$ cat config.mk
export PLATFORM = sky130hd
export DESIGN_NAME = pop_seq
export DESIGN_NICKNAME = d
export VERILOG_FILES = /design/src/pop_seq_pkg.sv /design/src/seq_timer_if.sv /design/src/pop_seq.sv /design/src/seq_timer.sv /design/src/pop_seq_regs.sv
export SDC_FILE = /design/constraint.sdc
export NUM_CORES = 1
export LEC_CHECK = 0
export ABC_CLOCK_PERIOD_IN_PS = 3200
export BUFFER_PORTS_ARGS = -buffer_cell sky130_fd_sc_hd__buf_2
export CORE_ASPECT_RATIO = 1.75
export CORE_MARGIN = 2
export CORE_UTILIZATION = 26
export DETAILED_ROUTE_END_ITERATION = 16
export HOLD_SLACK_MARGIN = 0.15
export PLACE_DENSITY = 0.46
export SLEW_MARGIN = 25
export SYNTH_ARGS = -nofsm -noshare
export SYNTH_HDL_FRONTEND = slang
export SYNTH_SLANG_ARGS = --single-unit
export TNS_END_PERCENT = 50
$ cat constraint.sdc
create_clock -name clk_in -period 3.2 [get_ports clk_in]
set_input_delay 0 -clock clk_in [delete_from_list [all_inputs] [get_ports clk_in]]
set_output_delay 0 -clock clk_in [all_outputs]
set_load 0.03 [all_outputs]
$ cat src/pop_seq_pkg.sv
package pop_seq_pkg;

  // ==========================================================================
  // Register map (page 1)
  localparam logic [7:0] HP_POP_OFS    = 8'h21;
  localparam logic [7:0] SPK_WAIT_OFS  = 8'h22;
  localparam logic [7:0] MIX_ROUTE_OFS = 8'h23;
  localparam logic [7:0] HP_POP_RST    = 8'h3e;
  localparam logic [7:0] SPK_WAIT_RST  = 8'h00;
  localparam logic [7:0] MIX_ROUTE_RST = 8'h00;
  localparam logic [7:0] UNMAPPED_RD   = 8'h00;

  // ==========================================================================
  // Field positions
  localparam int PD_ORDER_BIT  = 7;
  localparam int PWRON_LSB     = 3;
  localparam int PWRON_W       = 4;
  localparam int RAMP_LSB      = 1;
  localparam int RAMP_W        = 2;
  localparam int CM_SRC_BIT    = 0;
  localparam int SPK_WAIT_LSB  = 4;
  localparam int SPK_WAIT_W    = 3;
  localparam int DACL_LSB      = 6;
  localparam int VOICE_L_BIT   = 5;
  localparam int EXTRA_L_BIT   = 4;
  localparam int DACR_LSB      = 2;
  localparam int EXTRA_R_BIT   = 1;
  localparam int DIFF_BIT      = 0;

  localparam logic [1:0] ROUTE_MIX = 2'h1;
  localparam logic [1:0] ROUTE_HP  = 2'h2;

  // ==========================================================================
  // Timing: oscillator rate and nominal durations in ns
  localparam int unsigned CLK_HZ  = 200_000_000;
  localparam longint      OSC_HZ  = 64'd8_200_000;
  localparam longint      NS_PER_S = 64'd1_000_000_000;
  localparam int          TMR_W   = 26;

  // Least times round up to whole oscillator ticks
  function automatic logic [TMR_W-1:0] ns_to_ticks(input longint ns);
    return TMR_W'((ns * OSC_HZ + NS_PER_S - 64'd1) / NS_PER_S);
  endfunction

  localparam logic [TMR_W-1:0] PWRON_T1 = ns_to_ticks(64'd15_300);
  localparam logic [TMR_W-1:0] PWRON_T2 = ns_to_ticks(64'd153_000);
  localparam logic [TMR_W-1:0] PWRON_T3 = ns_to_ticks(64'd1_530_000);
  localparam logic [TMR_W-1:0] PWRON_T4 = ns_to_ticks(64'd15_300_000);
  localparam logic [TMR_W-1:0] PWRON_T5 = ns_to_ticks(64'd76_200_000);
  localparam logic [TMR_W-1:0] PWRON_T6 = ns_to_ticks(64'd153_000_000);
  localparam logic [TMR_W-1:0] PWRON_T7 = ns_to_ticks(64'd304_000_000);
  localparam logic [TMR_W-1:0] PWRON_T8 = ns_to_ticks(64'd610_000_000);
  localparam logic [TMR_W-1:0] PWRON_T9 = ns_to_ticks(64'd6_100_000_000);
  localparam logic [TMR_W-1:0] RAMP_T1  = ns_to_ticks(64'd980_000);
  localparam logic [TMR_W-1:0] RAMP_T2  = ns_to_ticks(64'd1_950_000);
  localparam logic [TMR_W-1:0] RAMP_T3  = ns_to_ticks(64'd3_900_000);
  localparam logic [TMR_W-1:0] WAIT_T1  = ns_to_ticks(64'd3_040_000);
  localparam logic [TMR_W-1:0] WAIT_T2  = ns_to_ticks(64'd7_620_000);
  localparam logic [TMR_W-1:0] WAIT_T3  = ns_to_ticks(64'd12_200_000);
  localparam logic [TMR_W-1:0] WAIT_T4  = ns_to_ticks(64'd15_300_000);
  localparam logic [TMR_W-1:0] WAIT_T5  = ns_to_ticks(64'd19_800_000);
  localparam logic [TMR_W-1:0] WAIT_T6  = ns_to_ticks(64'd24_400_000);
  localparam logic [TMR_W-1:0] WAIT_T7  = ns_to_ticks(64'd30_500_000);

  typedef enum logic [2:0] {
    SEQ_IDLE, SEQ_HP_PWRON, SEQ_HP_RAMP, SEQ_SPK_WAIT, SEQ_ON, SEQ_PD_AMPS
  } seq_state_t;

endpackage

$ cat src/seq_timer_if.sv
`timescale 1ns/10ps
interface seq_timer_if #(parameter int W = 26);
  logic         start;  // Load and run
  logic [W-1:0] load;   // Ticks to count
  logic         tick;   // Oscillator enable
  logic         done;   // One-cycle end pulse
  logic         busy;   // Counting
  modport ctl (output start, load, tick, input done, busy);
  modport tmr (input start, load, tick, output done, busy);
endinterface

$ cat src/pop_seq.sv
// Behaviour
// - Order bit 0: converter off with amplifiers
// - Order bit 1: converter off after amplifiers
// - Four-bit code selects driver power-on delay
// - Power-on code resets to 304 ms
// - Two-bit code selects ramp step time
// - Ramp step code resets to 3.9 ms
// - All durations counted from internal oscillator
// - Common-mode from supply divider; 1 reserved
// - Three-bit code selects speaker power-up wait
// - Speaker wait code resets to zero
// - Left converter route: none, mixer, driver
// - Right converter route: none, mixer, driver
// - Voice input to left mixer when set
// - Extra line input to left mixer
// - Extra line input to right mixer
// - Left driver feeds right driver when set
`timescale 1ns/10ps
module pop_seq #(
  parameter int unsigned OSC_HZ_P   = 8_200_000,  // Oscillator rate, Hz
  parameter int unsigned TIME_DIV   = 1,          // Divides all tick counts
  parameter int unsigned RAMP_STEPS = 8           // Gain steps in one ramp
) (
  input  wire logic       clk_in,             // 200 MHz clock
  input  wire logic       rstn_in,            // Async reset, active low
  input  wire logic [7:0] reg_addr_in,        // Register offset
  input  wire logic [7:0] reg_wdata_in,       // Write data
  input  wire logic       reg_wr_in,          // Write strobe
  input  wire logic       reg_rd_in,          // Read strobe
  output logic      [7:0] reg_rdata_out,      // Read data, next cycle
  input  wire logic       pwr_up_req_in,      // Drivers requested on
  input  wire logic       sw_pd_in,           // Software power-down
  input  wire logic       amps_off_done_in,   // Amplifiers fully off
  output logic            dac_en_out,         // Converter power
  output logic            hp_en_out,          // Headphone driver power
  output logic            hp_ramp_step_out,   // One gain step pulse
  output logic            sp_en_out,          // Speaker amplifier power
  output logic            seq_busy_out,       // Sequence in progress
  output logic            dacl_to_mixer_out,  // Left converter to mixer
  output logic            dacl_to_hp_out,     // Left converter to driver
  output logic            voice_to_lmix_out,  // Voice input to left mixer
  output logic            extra_to_lmix_out,  // Line input to left mixer
  output logic            dacr_to_mixer_out,  // Right converter to mixer
  output logic            dacr_to_hp_out,     // Right converter to driver
  output logic            extra_to_rmix_out,  // Line input to right mixer
  output logic            hpl_to_hpr_out,     // Differential driver mode
  output logic            cm_from_supply_out  // Common mode from divider
);

  localparam int W = pop_seq_pkg::TMR_W;

  // ==========================================================================
  // Registers
  logic [7:0] hp_pop_q;
  logic [7:0] spk_wait_q;
  logic [7:0] mix_route_q;

  pop_seq_regs u_regs (
    .clk_in        (clk_in),
    .rstn_in       (rstn_in),
    .reg_addr_in   (reg_addr_in),
    .reg_wdata_in  (reg_wdata_in),
    .reg_wr_in     (reg_wr_in),
    .reg_rd_in     (reg_rd_in),
    .reg_rdata_out (reg_rdata_out),
    .hp_pop_out    (hp_pop_q),
    .spk_wait_out  (spk_wait_q),
    .mix_route_out (mix_route_q)
  );

  // Field extraction
  wire        pd_order   = hp_pop_q[pop_seq_pkg::PD_ORDER_BIT];
  wire [3:0]  pwron_code = hp_pop_q[pop_seq_pkg::PWRON_LSB +: pop_seq_pkg::PWRON_W];
  wire [1:0]  ramp_code  = hp_pop_q[pop_seq_pkg::RAMP_LSB +: pop_seq_pkg::RAMP_W];
  wire [2:0]  wait_code  = spk_wait_q[pop_seq_pkg::SPK_WAIT_LSB +: pop_seq_pkg::SPK_WAIT_W];
  wire [1:0]  dacl_code  = mix_route_q[pop_seq_pkg::DACL_LSB +: 2];
  wire [1:0]  dacr_code  = mix_route_q[pop_seq_pkg::DACR_LSB +: 2];

  // ==========================================================================
  // Oscillator tick, fractional divider of the system clock
  logic [31:0] osc_acc_q;
  logic        osc_tick_q;
  wire  [32:0] osc_sum = {1'b0, osc_acc_q} + 33'(OSC_HZ_P);
  wire         osc_wrap = osc_sum >= 33'(pop_seq_pkg::CLK_HZ);

  // Average rate is exact; single ticks jitter by one clock, far below a tick
  always_ff @(posedge clk_in or negedge rstn_in) begin
    if (!rstn_in) begin
      osc_acc_q  <= 32'h0000_0000;
      osc_tick_q <= 1'b0;
    end else begin
      osc_acc_q  <= osc_wrap ? 32'(osc_sum - 33'(pop_seq_pkg::CLK_HZ)) : osc_sum[31:0];
      osc_tick_q <= osc_wrap;
    end
  end

  // ==========================================================================
  // Duration lookup
  function automatic logic [W-1:0] scale(input logic [W-1:0] t);
    logic [W-1:0] s;
    s = t / W'(TIME_DIV);
    return (t != '0 && s == '0) ? W'(1) : s;
  endfunction

  // Codes 1001 and above run the longest delay; 1100-1111 are never written
  function automatic logic [W-1:0] pwron_ticks(input logic [3:0] c);
    case (c)
      4'h0:    return '0;
      4'h1:    return pop_seq_pkg::PWRON_T1;
      4'h2:    return pop_seq_pkg::PWRON_T2;
      4'h3:    return pop_seq_pkg::PWRON_T3;
      4'h4:    return pop_seq_pkg::PWRON_T4;
      4'h5:    return pop_seq_pkg::PWRON_T5;
      4'h6:    return pop_seq_pkg::PWRON_T6;
      4'h7:    return pop_seq_pkg::PWRON_T7;
      4'h8:    return pop_seq_pkg::PWRON_T8;
      default: return pop_seq_pkg::PWRON_T9;
    endcase
  endfunction

  function automatic logic [W-1:0] ramp_ticks(input logic [1:0] c);
    case (c)
      2'h0:    return '0;
      2'h1:    return pop_seq_pkg::RAMP_T1;
      2'h2:    return pop_seq_pkg::RAMP_T2;
      default: return pop_seq_pkg::RAMP_T3;
    endcase
  endfunction

  function automatic logic [W-1:0] wait_ticks(input logic [2:0] c);
    case (c)
      3'h0:    return '0;
      3'h1:    return pop_seq_pkg::WAIT_T1;
      3'h2:    return pop_seq_pkg::WAIT_T2;
      3'h3:    return pop_seq_pkg::WAIT_T3;
      3'h4:    return pop_seq_pkg::WAIT_T4;
      3'h5:    return pop_seq_pkg::WAIT_T5;
      3'h6:    return pop_seq_pkg::WAIT_T6;
      default: return pop_seq_pkg::WAIT_T7;
    endcase
  endfunction

  wire [W-1:0] pwron_val = scale(pwron_ticks(pwron_code));
  wire [W-1:0] ramp_val  = scale(ramp_ticks(ramp_code));
  wire [W-1:0] wait_val  = scale(wait_ticks(wait_code));

  // ==========================================================================
  // Duration timer
  seq_timer_if #(.W(W)) tif ();

  seq_timer #(.W(W)) u_timer (
    .clk_in  (clk_in),
    .rstn_in (rstn_in),
    .tif     (tif)
  );

  // ==========================================================================
  // Sequencer
  pop_seq_pkg::seq_state_t state_q;
  pop_seq_pkg::seq_state_t state_d;
  logic [7:0]   step_q;
  logic [7:0]   step_d;
  logic         tmr_start;
  logic [W-1:0] tmr_load;
  logic         step_pulse;
  logic         dac_en_q;
  logic         hp_en_q;
  logic         sp_en_q;
  logic         step_pulse_q;

  wire pd_event = sw_pd_in || !pwr_up_req_in;
  wire last_step = step_q == 8'(RAMP_STEPS - 1);

  assign tif.start = tmr_start;
  assign tif.load  = tmr_load;
  assign tif.tick  = osc_tick_q;

  // Next state; a power-down aborts any stage of the power-up walk
  always_comb begin
    state_d    = state_q;
    step_d     = step_q;
    tmr_start  = 1'b0;
    tmr_load   = '0;
    step_pulse = 1'b0;
    case (state_q)
      pop_seq_pkg::SEQ_IDLE: begin
        if (pwr_up_req_in && !sw_pd_in) begin
          state_d   = pop_seq_pkg::SEQ_HP_PWRON;
          tmr_start = 1'b1;
          tmr_load  = pwron_val;
        end
      end
      pop_seq_pkg::SEQ_HP_PWRON: begin
        if (pd_event) begin
          state_d = pop_seq_pkg::SEQ_PD_AMPS;
        end else if (tif.done) begin
          state_d   = pop_seq_pkg::SEQ_HP_RAMP;
          step_d    = 8'h00;
          tmr_start = 1'b1;
          tmr_load  = ramp_val;
        end
      end
      pop_seq_pkg::SEQ_HP_RAMP: begin
        if (pd_event) begin
          state_d = pop_seq_pkg::SEQ_PD_AMPS;
        end else if (tif.done) begin
          step_pulse = 1'b1;
          tmr_start  = 1'b1;
          if (last_step) begin
            state_d  = pop_seq_pkg::SEQ_SPK_WAIT;
            tmr_load = wait_val;
          end else begin
            step_d   = step_q + 8'h01;
            tmr_load = ramp_val;
          end
        end
      end
      pop_seq_pkg::SEQ_SPK_WAIT: begin
        if (pd_event) begin
          state_d = pop_seq_pkg::SEQ_PD_AMPS;
        end else if (tif.done) begin
          state_d = pop_seq_pkg::SEQ_ON;
        end
      end
      pop_seq_pkg::SEQ_ON: begin
        if (pd_event) begin
          state_d = pop_seq_pkg::SEQ_PD_AMPS;
        end
      end
      pop_seq_pkg::SEQ_PD_AMPS: begin
        if (amps_off_done_in) begin
          state_d = pop_seq_pkg::SEQ_IDLE;
        end
      end
      default: state_d = pop_seq_pkg::SEQ_IDLE;
    endcase
  end

  // Power enables follow the next state so they switch on the same edge
  wire amps_on_d = (state_d != pop_seq_pkg::SEQ_IDLE) && (state_d != pop_seq_pkg::SEQ_PD_AMPS);
  wire sp_on_d   = state_d == pop_seq_pkg::SEQ_ON;
  // Ordered mode holds the converter until the amplifiers report off
  wire dac_on_d  = amps_on_d ||
                   (state_d == pop_seq_pkg::SEQ_PD_AMPS && pd_order);

  always_ff @(posedge clk_in or negedge rstn_in) begin
    if (!rstn_in) begin
      state_q      <= pop_seq_pkg::SEQ_IDLE;
      step_q       <= 8'h00;
      dac_en_q     <= 1'b0;
      hp_en_q      <= 1'b0;
      sp_en_q      <= 1'b0;
      step_pulse_q <= 1'b0;
    end else begin
      state_q      <= state_d;
      step_q       <= step_d;
      dac_en_q     <= dac_on_d;
      hp_en_q      <= amps_on_d;
      sp_en_q      <= sp_on_d;
      step_pulse_q <= step_pulse;
    end
  end

  assign dac_en_out       = dac_en_q;
  assign hp_en_out        = hp_en_q;
  assign sp_en_out        = sp_en_q;
  assign hp_ramp_step_out = step_pulse_q;
  assign seq_busy_out     = (state_q != pop_seq_pkg::SEQ_IDLE) && (state_q != pop_seq_pkg::SEQ_ON);

  // ==========================================================================
  // Routing selects, registered; reserved code 11 routes nowhere
  logic [8:0] route_q;
  wire  [8:0] route_d = {
    dacl_code == pop_seq_pkg::ROUTE_MIX,
    dacl_code == pop_seq_pkg::ROUTE_HP,
    mix_route_q[pop_seq_pkg::VOICE_L_BIT],
    mix_route_q[pop_seq_pkg::EXTRA_L_BIT],
    dacr_code == pop_seq_pkg::ROUTE_MIX,
    dacr_code == pop_seq_pkg::ROUTE_HP,
    mix_route_q[pop_seq_pkg::EXTRA_R_BIT],
    mix_route_q[pop_seq_pkg::DIFF_BIT],
    !hp_pop_q[pop_seq_pkg::CM_SRC_BIT]
  };

  always_ff @(posedge clk_in or negedge rstn_in) begin
    if (!rstn_in) begin
      route_q <= 9'h001;
    end else begin
      route_q <= route_d;
    end
  end

  assign {dacl_to_mixer_out, dacl_to_hp_out, voice_to_lmix_out, extra_to_lmix_out,
          dacr_to_mixer_out, dacr_to_hp_out, extra_to_rmix_out, hpl_to_hpr_out,
          cm_from_supply_out} = route_q;
endmodule

$ cat src/seq_timer.sv
`timescale 1ns/10ps
module seq_timer #(
  parameter int W = 26
) (
  input  wire logic  clk_in,   // System clock
  input  wire logic  rstn_in,  // Async reset, active low
  seq_timer_if.tmr   tif       // Control side
);

  logic [W-1:0] count_q;
  logic         busy_q;
  logic         done_q;
  logic         last_tick;

  // Final tick of a nonzero load
  assign last_tick = busy_q && tif.tick && (count_q == W'(1));
  assign tif.done  = done_q;
  assign tif.busy  = busy_q;

  // Reload on every start, so a new step always restarts cleanly
  always_ff @(posedge clk_in or negedge rstn_in) begin
    if (!rstn_in) begin
      count_q <= '0;
      busy_q  <= 1'b0;
      done_q  <= 1'b0;
    end else if (tif.start) begin
      count_q <= tif.load;
      busy_q  <= (tif.load != '0);
      done_q  <= (tif.load == '0);
    end else begin
      count_q <= (busy_q && tif.tick) ? count_q - W'(1) : count_q;
      busy_q  <= busy_q && !last_tick;
      done_q  <= last_tick;
    end
  end
endmodule

$ cat src/pop_seq_regs.sv
`timescale 1ns/10ps
module pop_seq_regs (
  input  wire logic       clk_in,         // System clock
  input  wire logic       rstn_in,        // Async reset, active low
  input  wire logic [7:0] reg_addr_in,    // Offset
  input  wire logic [7:0] reg_wdata_in,   // Write data
  input  wire logic       reg_wr_in,      // Write strobe
  input  wire logic       reg_rd_in,      // Read strobe
  output logic      [7:0] reg_rdata_out,  // Registered read data
  output logic      [7:0] hp_pop_out,     // Pop-removal control
  output logic      [7:0] spk_wait_out,   // Speaker wait / ramp-down
  output logic      [7:0] mix_route_out   // Mixer routing
);

  logic [7:0] hp_pop_q;
  logic [7:0] spk_wait_q;
  logic [7:0] mix_route_q;
  logic [7:0] rdata_q;

  // Address decode
  wire sel_pop   = reg_addr_in == pop_seq_pkg::HP_POP_OFS;
  wire sel_wait  = reg_addr_in == pop_seq_pkg::SPK_WAIT_OFS;
  wire sel_route = reg_addr_in == pop_seq_pkg::MIX_ROUTE_OFS;
  wire [7:0] rd_mux = sel_pop   ? hp_pop_q :
                      sel_wait  ? spk_wait_q :
                      sel_route ? mix_route_q : pop_seq_pkg::UNMAPPED_RD;

  // Reserved bits are stored as written; software keeps them at reset value
  always_ff @(posedge clk_in or negedge rstn_in) begin
    if (!rstn_in) begin
      hp_pop_q    <= pop_seq_pkg::HP_POP_RST;
      spk_wait_q  <= pop_seq_pkg::SPK_WAIT_RST;
      mix_route_q <= pop_seq_pkg::MIX_ROUTE_RST;
      rdata_q     <= 8'h00;
    end else begin
      if (reg_wr_in && sel_pop)   hp_pop_q    <= reg_wdata_in;
      if (reg_wr_in && sel_wait)  spk_wait_q  <= reg_wdata_in;
      if (reg_wr_in && sel_route) mix_route_q <= reg_wdata_in;
      if (reg_rd_in)              rdata_q     <= rd_mux;
    end
  end

  assign reg_rdata_out = rdata_q;
  assign hp_pop_out    = hp_pop_q;
  assign spk_wait_out  = spk_wait_q;
  assign mix_route_out = mix_route_q;

endmodule

**Yosys cells after proc, flatten, opt, wreduce, memory -nomap -nowiden**

Memory sizes are Yosys's and may differ from the RTL's.
Cells that the tools add are included.

- Equality and inequality tests: 31
- Add/subtract/negate cells: 4
- Muxes and demuxes: 42
- Magnitude comparators: 1
- Reduce and logical (&&, ||, !) cells: 36

Operator list:

| kind | number |
|---|---|
| $mux 26 | 11 |
| $pmux 18 s7 | 1 |
| $logic_not 26->1 | 4 |
| $reduce_bool 26->1 | 4 |
| $pmux 26 s3 | 1 |
| $mux 8 | 8 |
| $pmux 15 s3 | 1 |
| $add 32x23->33 const B | 1 |
| $ge 33x28->1 const B | 1 |
| $mux 32 | 1 |
| $sub 32x28->32 const B | 1 |
| $mux 3 | 10 |
| $eq 26x1->1 const B | 1 |
| $sub 26x1->26 const B | 1 |
| $eq 8x6->1 const B | 3 |
| $eq 3x3->1 const B | 7 |
| $pmux 3 s6 | 1 |
| $pmux 8 s2 | 1 |
| $logic_and 1x1->1 | 13 |
| $eq 3x2->1 const B | 4 |
| $add 8x1->8 const B | 1 |
| $eq 8x3->1 const B | 1 |
| $eq 2x1->1 const B | 3 |
| $eq 2x2->1 const B | 3 |
| 14 further kinds | 31 |

- Memories: 1
- Bits in read-only memories: 400
- Output and inout port bits: 22
- Flip-flop bits (word level): 117
- Word-level logic and storage cells: 131

Memories:

| memory | depth | width | rd ports | clocked after memory_dff | write ports | RTL line | RTL |
|---|---|---|---|---|---|---|---|
| (no name shown) | 16 | 25 | 1 | 0 | 0 | pop_seq.sv:107 | `case (c)` |

**Depth between registers and ports, before layout**

Gate-level depths: netlist of the first run.

- Word-level depth: 11
- Mapped depth: 14
- Depth with buffers taken out: 11

**By module**

From an unflattened synthesis of the first run, not the netlist that was laid out.

- Cell total of the unflattened synthesis: 786
- Area, all modules: 7230.7 um^2

By module, submodules not included:

| module | area each (um^2) | instances | cells each |
|---|---|---|---|
| pop_seq | 4087.7 | 1 | 498 |
| seq_timer | 1680.4 | 1 | 188 |
| pop_seq_regs | 1462.7 | 1 | 100 |

**Least setup slack after synthesis of the first run**

OpenSTA, ideal clock, no wires.

- Path type: flip-flop to flip-flop
- Start point: register osc_acc_q[6]
- End point: register osc_acc_q[28]
- Stages on the path, launching flop included: 15
- Path buffers: 3
- Arrival time: 3280 ps
- Period minus slack after synthesis: 3412 ps
- Slack: -212 ps
- Path through: dfrtp_1 ha_1 buf_6 or4_4 o211ai_2 a21oi_1 or3b_1 a311oi_4 a311oi_1 and2_1 buf_6 inv_8 buf_8 nand3_1 xor2_1

- Cells in the longest elaborated chain, start to end: 3
- Elaborated cells between the ends (all ways): 4
- Those cells by class: add/sub (2); order compare (1); mux (1)

RTL lines:

| item | RTL line | RTL |
|---|---|---|
| from (decl) | pop_seq.sv:81 | `logic [31:0] osc_acc_q;` |
| from (signal assigned) | pop_seq.sv:92 | `osc_acc_q <= osc_wrap ? 32'(osc_sum - 33'(pop_seq_pkg::CLK_HZ)) : osc_sum[31:0];` |
| $add 32x23->33 | pop_seq.sv:83 | `wire [32:0] osc_sum = {1'b0, osc_acc_q} + 33'(OSC_HZ_P);` |
| $ge 33x28->1 | pop_seq.sv:84 | `wire osc_wrap = osc_sum >= 33'(pop_seq_pkg::CLK_HZ);` |
| named net osc_wrap | pop_seq.sv:84 |  |
| $mux 32 | pop_seq.sv:92 |  |

The timed path passes the listed nets, and every way through them passes these cells.
A chain may end at the register's enable or synchronous reset.

**Final worst setup path of the first run**

- Start point: register osc_acc_q[17]
- End point: register osc_acc_q[17]

- Cells in the longest elaborated chain, start to end: 3
- Elaborated cells between the ends (all ways): 4
- Those cells by class: add/sub (2); order compare (1); mux (1)

RTL lines:

| item | RTL line |
|---|---|
| $add 32x23->33 (*) | pop_seq.sv:83 |
| $sub 32x28->32 / $ge 33x28->1 (equally long branches) | pop_seq.sv:92, pop_seq.sv:84 |
| $mux 32 (*) | pop_seq.sv:92 |

Every way passes the cells marked *; elsewhere a longest branch is shown, timed or not.

==> results of run 1 <==
power by group through the flow:
stage	clock, mW	sequential (mW)	combinational, mW
after floorplan	0	1.78	0.742
after global routing	1.33	1.78	1.28
after global placement	0	1.77	1.12
final	1.23	1.75	1.13
after CTS	1.30	1.75	1.14
after detailed placement	0	1.77	1.12
synthesized netlist by cell type (3+ instances only):
| cell | n | area share [%] |
|---|---|---|
| nand3b_1 | 7 | 0.75 |
| or4_1 | 3 | 0.32 |
| nand4b_1 | 4 | 0.50 |
| o21ai_0 | 32 | 2.3 |
| mux2_2 | 34 | 5.5 |
| nor3_1 | 20 | 1.4 |
| dfstp_2 | 6 | 2.3 |
| and3_1 | 5 | 0.45 |
| xnor2_1 | 47 | 5.9 |
| nor2b_1 | 11 | 0.99 |
| nor4_1 | 11 | 0.99 |
| a2111o_1 | 3 | 0.48 |
| nor4b_1 | 3 | 0.38 |
| a211oi_1 | 4 | 0.43 |
| a31oi_1 | 11 | 0.99 |
| a21oi_1 | 49 | 3.5 |
| or3_1 | 8 | 0.72 |
| buf_2 | 5 | 0.36 |
| nand2_1 | 63 | 3.4 |
| nand3_1 | 22 | 1.6 |
| nand4_1 | 11 | 0.99 |
| a21boi_0 | 3 | 0.32 |
| o22a_1 | 5 | 0.63 |
| nand2b_1 | 10 | 0.90 |
| inv_1 | 32 | 1.7 |
| ha_1 | 16 | 2.9 |
| dfrtp_1 | 105 | 38 |
| buf_6 | 3 | 0.48 |
| o22ai_1 | 11 | 0.99 |
| or2_2 | 7 | 0.63 |
| o31ai_1 | 6 | 0.65 |
| a22oi_1 | 11 | 1.2 |
| buf_1 | 3 | 0.16 |
| a32oi_1 | 4 | 0.50 |
| nor2_1 | 65 | 3.5 |
| clkbuf_1 | 24 | 1.3 |
| and2_1 | 8 | 0.72 |
| a21o_1 | 5 | 0.54 |
| xor2_1 | 20 | 2.5 |
| o211ai_1 | 7 | 0.75 |
worst min-delay path: stages:
cell     delay [ns]
buf_2          0.07
nor3_1         0.06
nand2_1        0.23
o22ai_1        0.13
layer usage:
metal	routed length, um	up-vias	part of all wire, %	track usage [%]
met5	0	-	0	0
met4	1357	0	6.2	10.77
met3	481	60	2.2	2.273
met2	12040	117	55	29.70
met1	7896	2999	36	15.92
li1	-	2951	-	-
per-stage QoR:
step | worst slack [ns] | utilization, %
final | 0.009710 | 33.01
after global placement | -0.03021 | 30.40
after CTS | 0.007101 | 32.25
after detailed placement | -0.08956 | 30.40
after global routing | -0.09983 | 33.01
after floorplan | -0.07994 | -
registers in the layout, indices dropped and copies added (netlist names):
signal and count:
u_regs.spk_wait_out 8, u_timer.count_q 26, step_q 8, osc_acc_q 26, state_q 3, u_regs.reg_rdata_out 8
osc_tick_q 1, dac_en_out 1, sp_en_out 1, u_regs.hp_pop_out 8, u_timer.tif.busy 1, u_regs.mix_route_out 8
hp_en_out 1, route_q 9, hp_ramp_step_out 1, u_timer.tif.done 1
cell families after synthesis:
| logic type | share of synthesized area (%) |
|---|---|
| AOI/OAI and AO/OA | 17.72 |
| muxes | 5.794 |
| adders and majority gates | 2.870 |
| buffers and inverters | 4.502 |
| DFF | 39.93 |
| and+or+nand+nor | 20.45 |
| xor gates and xnor gates | 8.735 |
worst paths after layout:
path	to	cells after the start	startpoint	slack, ns
worst min-delay path	u_regs.reg_rdata_out[2]	4	reg_addr_in[2]	0.15
max in group asynchronous	u_regs.hp_pop_out[5]	3	rstn_in	2.19
worst min register to register	route_q[1]	0	u_regs.mix_route_out[0]	0.40
worst max register to register	osc_acc_q[17]	11	osc_acc_q[17]	0.01
min in group asynchronous	osc_acc_q[23]	2	rstn_in	0.18
worst max-delay path	osc_acc_q[17]	11	osc_acc_q[17]	0.01
layout make-up:
type | instances | area (um2)
tap | 324 | 405.4
inverter | 33 | 136.4
sequential | 111 | 2786
timing repair buffer | 140 | 1028
timing repair inverter | 1 | 8.758
clock inverter | 6 | 85.08
multi-input combinational | 576 | 4064
clock buffer | 10 | 229.0
fill | 2787 | 17750
timing repair:
item | CTS | global route
setup endpoints to repair | 17 | 23
resized for setup | 5 | 36
hold buffers | 15 | 0
endpoints found under the hold margin | 79 | 0
pin swaps | 2 | 16
buffers inserted | 0 | 4
gates cloned | 0 | 1
==> out/results.txt, run 1 <==
Detail Placement HPWL: 16.64 mm
Final ANT Viol Nets: 0
Hold Path Class: primary input to flip-flop
Core area: 0.02649 mm2
Slowest cell on crit path: a2111o_1
CTS tree: built
Fin cells: 1201
Setup TNS: 0 ns
Layout area overhead: 25.35%
Clock share of power: 30.0%
Hold_ws: 0.1542 ns
Clock sink total: 111
Routed WL: 21.78 mm
Vias in the first global route: 6470
Final Net Count: 911
Cell Chain, Critical Path: a2111o_1, or3_4, buf_6, or4_4, o21ai_4, a31oi_2, a311oi_2, and2_4, clkinv_8, nand3_4, xnor3_1
Gr usage total: 15.81%
Inst Count DP: 1165
GPL Wtd Cong: 0.8667
Design area: 0.008743 mm2
CTS buffer count: 9
Lkg Pwr: 3.851 nW
Largest net degree at the start of global routing: 68
Sw Share: 34.76%
Die Wd: 127.8 um
Post-DP Area: 0.008054 mm2
Actual slew at the worst max-slew pin: 0.8482 ns
Status: complete, no violations
CP arrival: 3.45 ns
Yosys warns: 0
Starting Density: 26.33%
Total congestion overflow: 0
Crit Path Class: flip-flop to flip-flop
Crit-path max cell delay: 0.53 ns
Max Cap Violations: 0
Crit path max-delay family: simple AND/OR/NAND/NOR gates
Total Power: 4.110 mW
Int Pwr: 2.681 mW
Row count: 79
Most used flip-flop cell after synthesis: dfrtp_1
Mapped Cells: 757
Average routed wire per standard cell: 18.13 um
IO Count: 45
I/O Buffers: 44
CP endpoint kind: flip-flop
Switching pwr: 1.428 mW
Pwr Density: 470.0 mW/mm2
H-tree depth: 3
Sequential power share: 42.6%
Number of synthesized flops with an enable pin: 0
Combinational Power Share: 27.4%
# setup viols final: 0
Ys async rst share: 100.0%
Final min period: 3.190 ns
Fraction of layout instances using a drive strength above 1: 26.80%
Sequential share of the synthesized area: 39.93%
Tcrit/Tclk final: 99.70%
Post-route DRC: 0
Worst Path Required: 3.46 ns
Max VDD drop: 0.3287 mV
Max-slew violations: 0
Final Hold Vio Count: 0
Syn nets: 796
Total inserted antenna cells: 0
First-pass DRT Iterations: 7
Syn_area_per_cell: 9.215 um2
Startpoint Class: flip-flop
CTS max path bufs: 2
Clock Latency Late Sink: 0.38 ns
Syn Std Cell Area: 0.006975 mm2
CP Buf/Inv Count: 2
Synth unique cells: 83
Most frequent cells in the layout: 104 x dfrtp_1, 75 x buf_4, 64 x nor2_1
Commonest non-fill, non-tap cell in the layout: dfrtp_1
Clk slew on worst S/H paths: 0.08 ns
Die area: 0.02821 mm2
Initial DRC Count: 329
Initial antenna violation count: 0
Worst-path fanout max: 7
Routed vias: 6127
RSZ-0062 raised after global routing: true
Vias per inst: 5.102
Max Clk Rate: 313.5 MHz
Root buffer cell: clkbuf_16
Slew margin rel.: 41.99%
Die Ht: 220.7 um
First-pass GRT wire length: 34.38 mm
Worst Skew: 0.01529 ns
#FFs+latches synth: 111
No activity file was read; power rests on OpenSTA's default activity.
==> inputs of run 2 (changes only) <==
--- a/config.mk
+++ b/config.mk
@@ -9,10 +9,10 @@
 export BUFFER_PORTS_ARGS = -buffer_cell sky130_fd_sc_hd__buf_2
 export CORE_ASPECT_RATIO = 1.75
 export CORE_MARGIN = 2
-export CORE_UTILIZATION = 26
+export CORE_UTILIZATION = 34
 export DETAILED_ROUTE_END_ITERATION = 16
 export HOLD_SLACK_MARGIN = 0.15
-export PLACE_DENSITY = 0.46
+export PLACE_DENSITY = 0.56
 export SLEW_MARGIN = 25
 export SYNTH_ARGS = -nofsm -noshare
 export SYNTH_HDL_FRONTEND = slang
==> out/results.txt, run 2 (same netlist as run 1, synthesis figures left out) <==
Die Ht: 193.5 um (-12%)
Final Hold Vio Count: 0 (unchanged)
# fillers: 2036 (-27%)
Setup ws final: 0.07885 ns (+0.06914 ns)
Final ANT Viol Nets: 0 (unchanged)
CTS tree: built
Max VDD drop: 0.2386 mV (-27%)
Worst Skew: 0.01765 ns (+0.002365 ns)
Initial DRC Count: 301 (-8.5%)
Row count: 69 (-13%)
Hold path depth: 4 (unchanged)
CTS max path bufs: 2 (unchanged)
Hold Path Class: primary input to flip-flop
Layout area overhead: 20.56%
# setup viols final: 0 (unchanged)
Clk slew on worst S/H paths: 0.08 ns (about the same)
Most frequent cells in the layout: 104 x dfrtp_1, 66 x buf_4, 63 x nand2_1
Startpoint Class: flip-flop
Total congestion overflow: 0 (unchanged)
Actual slew at the worst max-slew pin: 0.8411 ns (-0.007119 ns)
Worst Path Required: 3.43 ns (-0.03 ns)
Routed WL: 19.86 mm (-8.8%)
RSZ-0062 raised after global routing: true
Tcrit/Tclk final: 97.54% (-2.2 points)
Largest regs: osc_acc_q x26, u_timer.count_q x26, route_q x9
Worst-path fanout max: 8 (+1)
Clock sink total: 111 (unchanged)
Hold Path Origin: reg_addr_in[2]
Crit Path Class: flip-flop to flip-flop
CP arrival: 3.35 ns (-0.10 ns)
Core area: 0.02020 mm2 (-24%)
Setup TNS: 0 ns (unchanged)
Average routed wire per standard cell: 17.94 um (-1.1%)
Pwr Density: 474.5 mW/mm2 (+0.95%)
R2R cell count: 13 (+2)
CP endpoint kind: flip-flop
Setup crit start: osc_acc_q[6]
Slew margin rel.: 43.93% (+1.9 points)
Die Wd: 112.3 um (-12%)
Starting Density: 34.53% (+8.2 points)
Root buffer cell: clkbuf_16
Detail Placement HPWL: 15.11 mm (-9.2%)
IO Count: 45 (unchanged)
Initial antenna violation count: 0 (unchanged)
Gr usage total: 18.42% (+2.6 points)
Worst reg2reg startpoint: osc_acc_q[6]
First-pass GRT wire length: 31.75 mm (-7.6%)
Max-slew violations: 0 (unchanged)
Total inserted antenna cells: 0 (unchanged)
Setup slack at placement: -0.05529 ns (+0.03427 ns)
Fraction of layout instances using a drive strength above 1: 24.68% (-2.1 points)
Hold_ws: 0.1792 ns (+0.02498 ns)
Vias per inst: 5.431 (+6.5%)
Total Power: 3.990 mW (-2.9%)
Post-layout util: 41.63% (+8.6 points)
GPL Wtd Cong: 0.9195 (+6.1%)
Lkg Pwr: 3.690 nW (-4.2%)
Commonest non-fill, non-tap cell in the layout: dfrtp_1
I/O Buffers: 44 (unchanged)
Max Cap Violations: 0 (unchanged)
Vias in the first global route: 6241 (-3.5%)
Status: complete, no violations
Largest net degree at the start of global routing: 63 (-7.4%)
Clock Latency Late Sink: 0.36 ns (-0.02 ns)
H-tree depth: 3 (unchanged)
Routed vias: 6012 (-1.9%)
First-pass DRT Iterations: 5 (-2)
Final Net Count: 894 (-1.9%)
CTS buffer count: 9 (unchanged)
Die area: 0.02172 mm2 (-23%)
Max Clk Rate: 320.4 MHz (+2.2%)
Post-route DRC: 0 (unchanged)
Final min period: 3.121 ns (-0.06914 ns)
-- run 2: worst paths after layout --
path | end | slack [ns]
worst max register to register | osc_acc_q[22] | 0.08
max in group asynchronous | u_timer.count_q[9] | 2.00
worst min register to register | route_q[6] | 0.40
worst max-delay path | osc_acc_q[22] | 0.08
min in group asynchronous | osc_acc_q[10] | 0.26
worst min-delay path | u_regs.reg_rdata_out[3] | 0.18
-- run 2: layout make-up --
cell class	count	area, um2	area share [%]
clock inverters	6	76.32	0.9076
clock buffers	9	225.2	2.678
repair inverters	1	8.758	0.1042
flip-flops and latches	111	2786	33.13
well taps	248	310.3	3.690
repair buffers	123	852.1	10.13
multi-input cells	576	4014	47.73
inverters	33	136.4	1.622
-- run 2: power breakdown --
part / switching [mW] / leakage, nW / total, mW / internal (mW)
logic: 0.617 / 2.11 / 1.04 / 0.424
registers: 0.181 / 1.43 / 1.77 / 1.59
clock network: 0.557 / 0.149 / 1.18 / 0.620
-- run 2: metrics by stage --
stage	instances	instance area, um2
6_report	1107	8409
5_1_grt	1107	8409
4_1_cts	1102	8270
3_5_place_dp	1074	7834
3_3_place_gp	1074	7834
2_1_floorplan	757	7013
-- run 2: routing by layer --
| metal | part of all wire (%) | GRT usage, % |
|---|---|---|
| met1 | 36 | 18.03 |
| met5 | 0 | 0 |
| met3 | 2.1 | 2.256 |
| met2 | 59 | 36.97 |
| met4 | 3.5 | 8.672 |
-- run 2: what timing repair did --
action	CTS	global route
hold buffers	13	0
pin swaps	0	1
buffers inserted	0	4
setup endpoints to repair	18	21
gates resized for setup	3	23
hold endpoints to repair	89	0
cloned	0	1
-- run 2: critical path: stages (launching register included) --
cell and delay (ns):
dfrtp_2 0.40, ha_2 0.19, or4_4 0.57, buf_6 0.15
o21ai_4 0.13, xnor2_2 0.09, or4_4 0.50, nor4b_4 0.22
a31oi_1 0.14, and2_4 0.22, clkinv_8 0.08, buf_4 0.11
nand3_2 0.07, xnor2_1 0.13
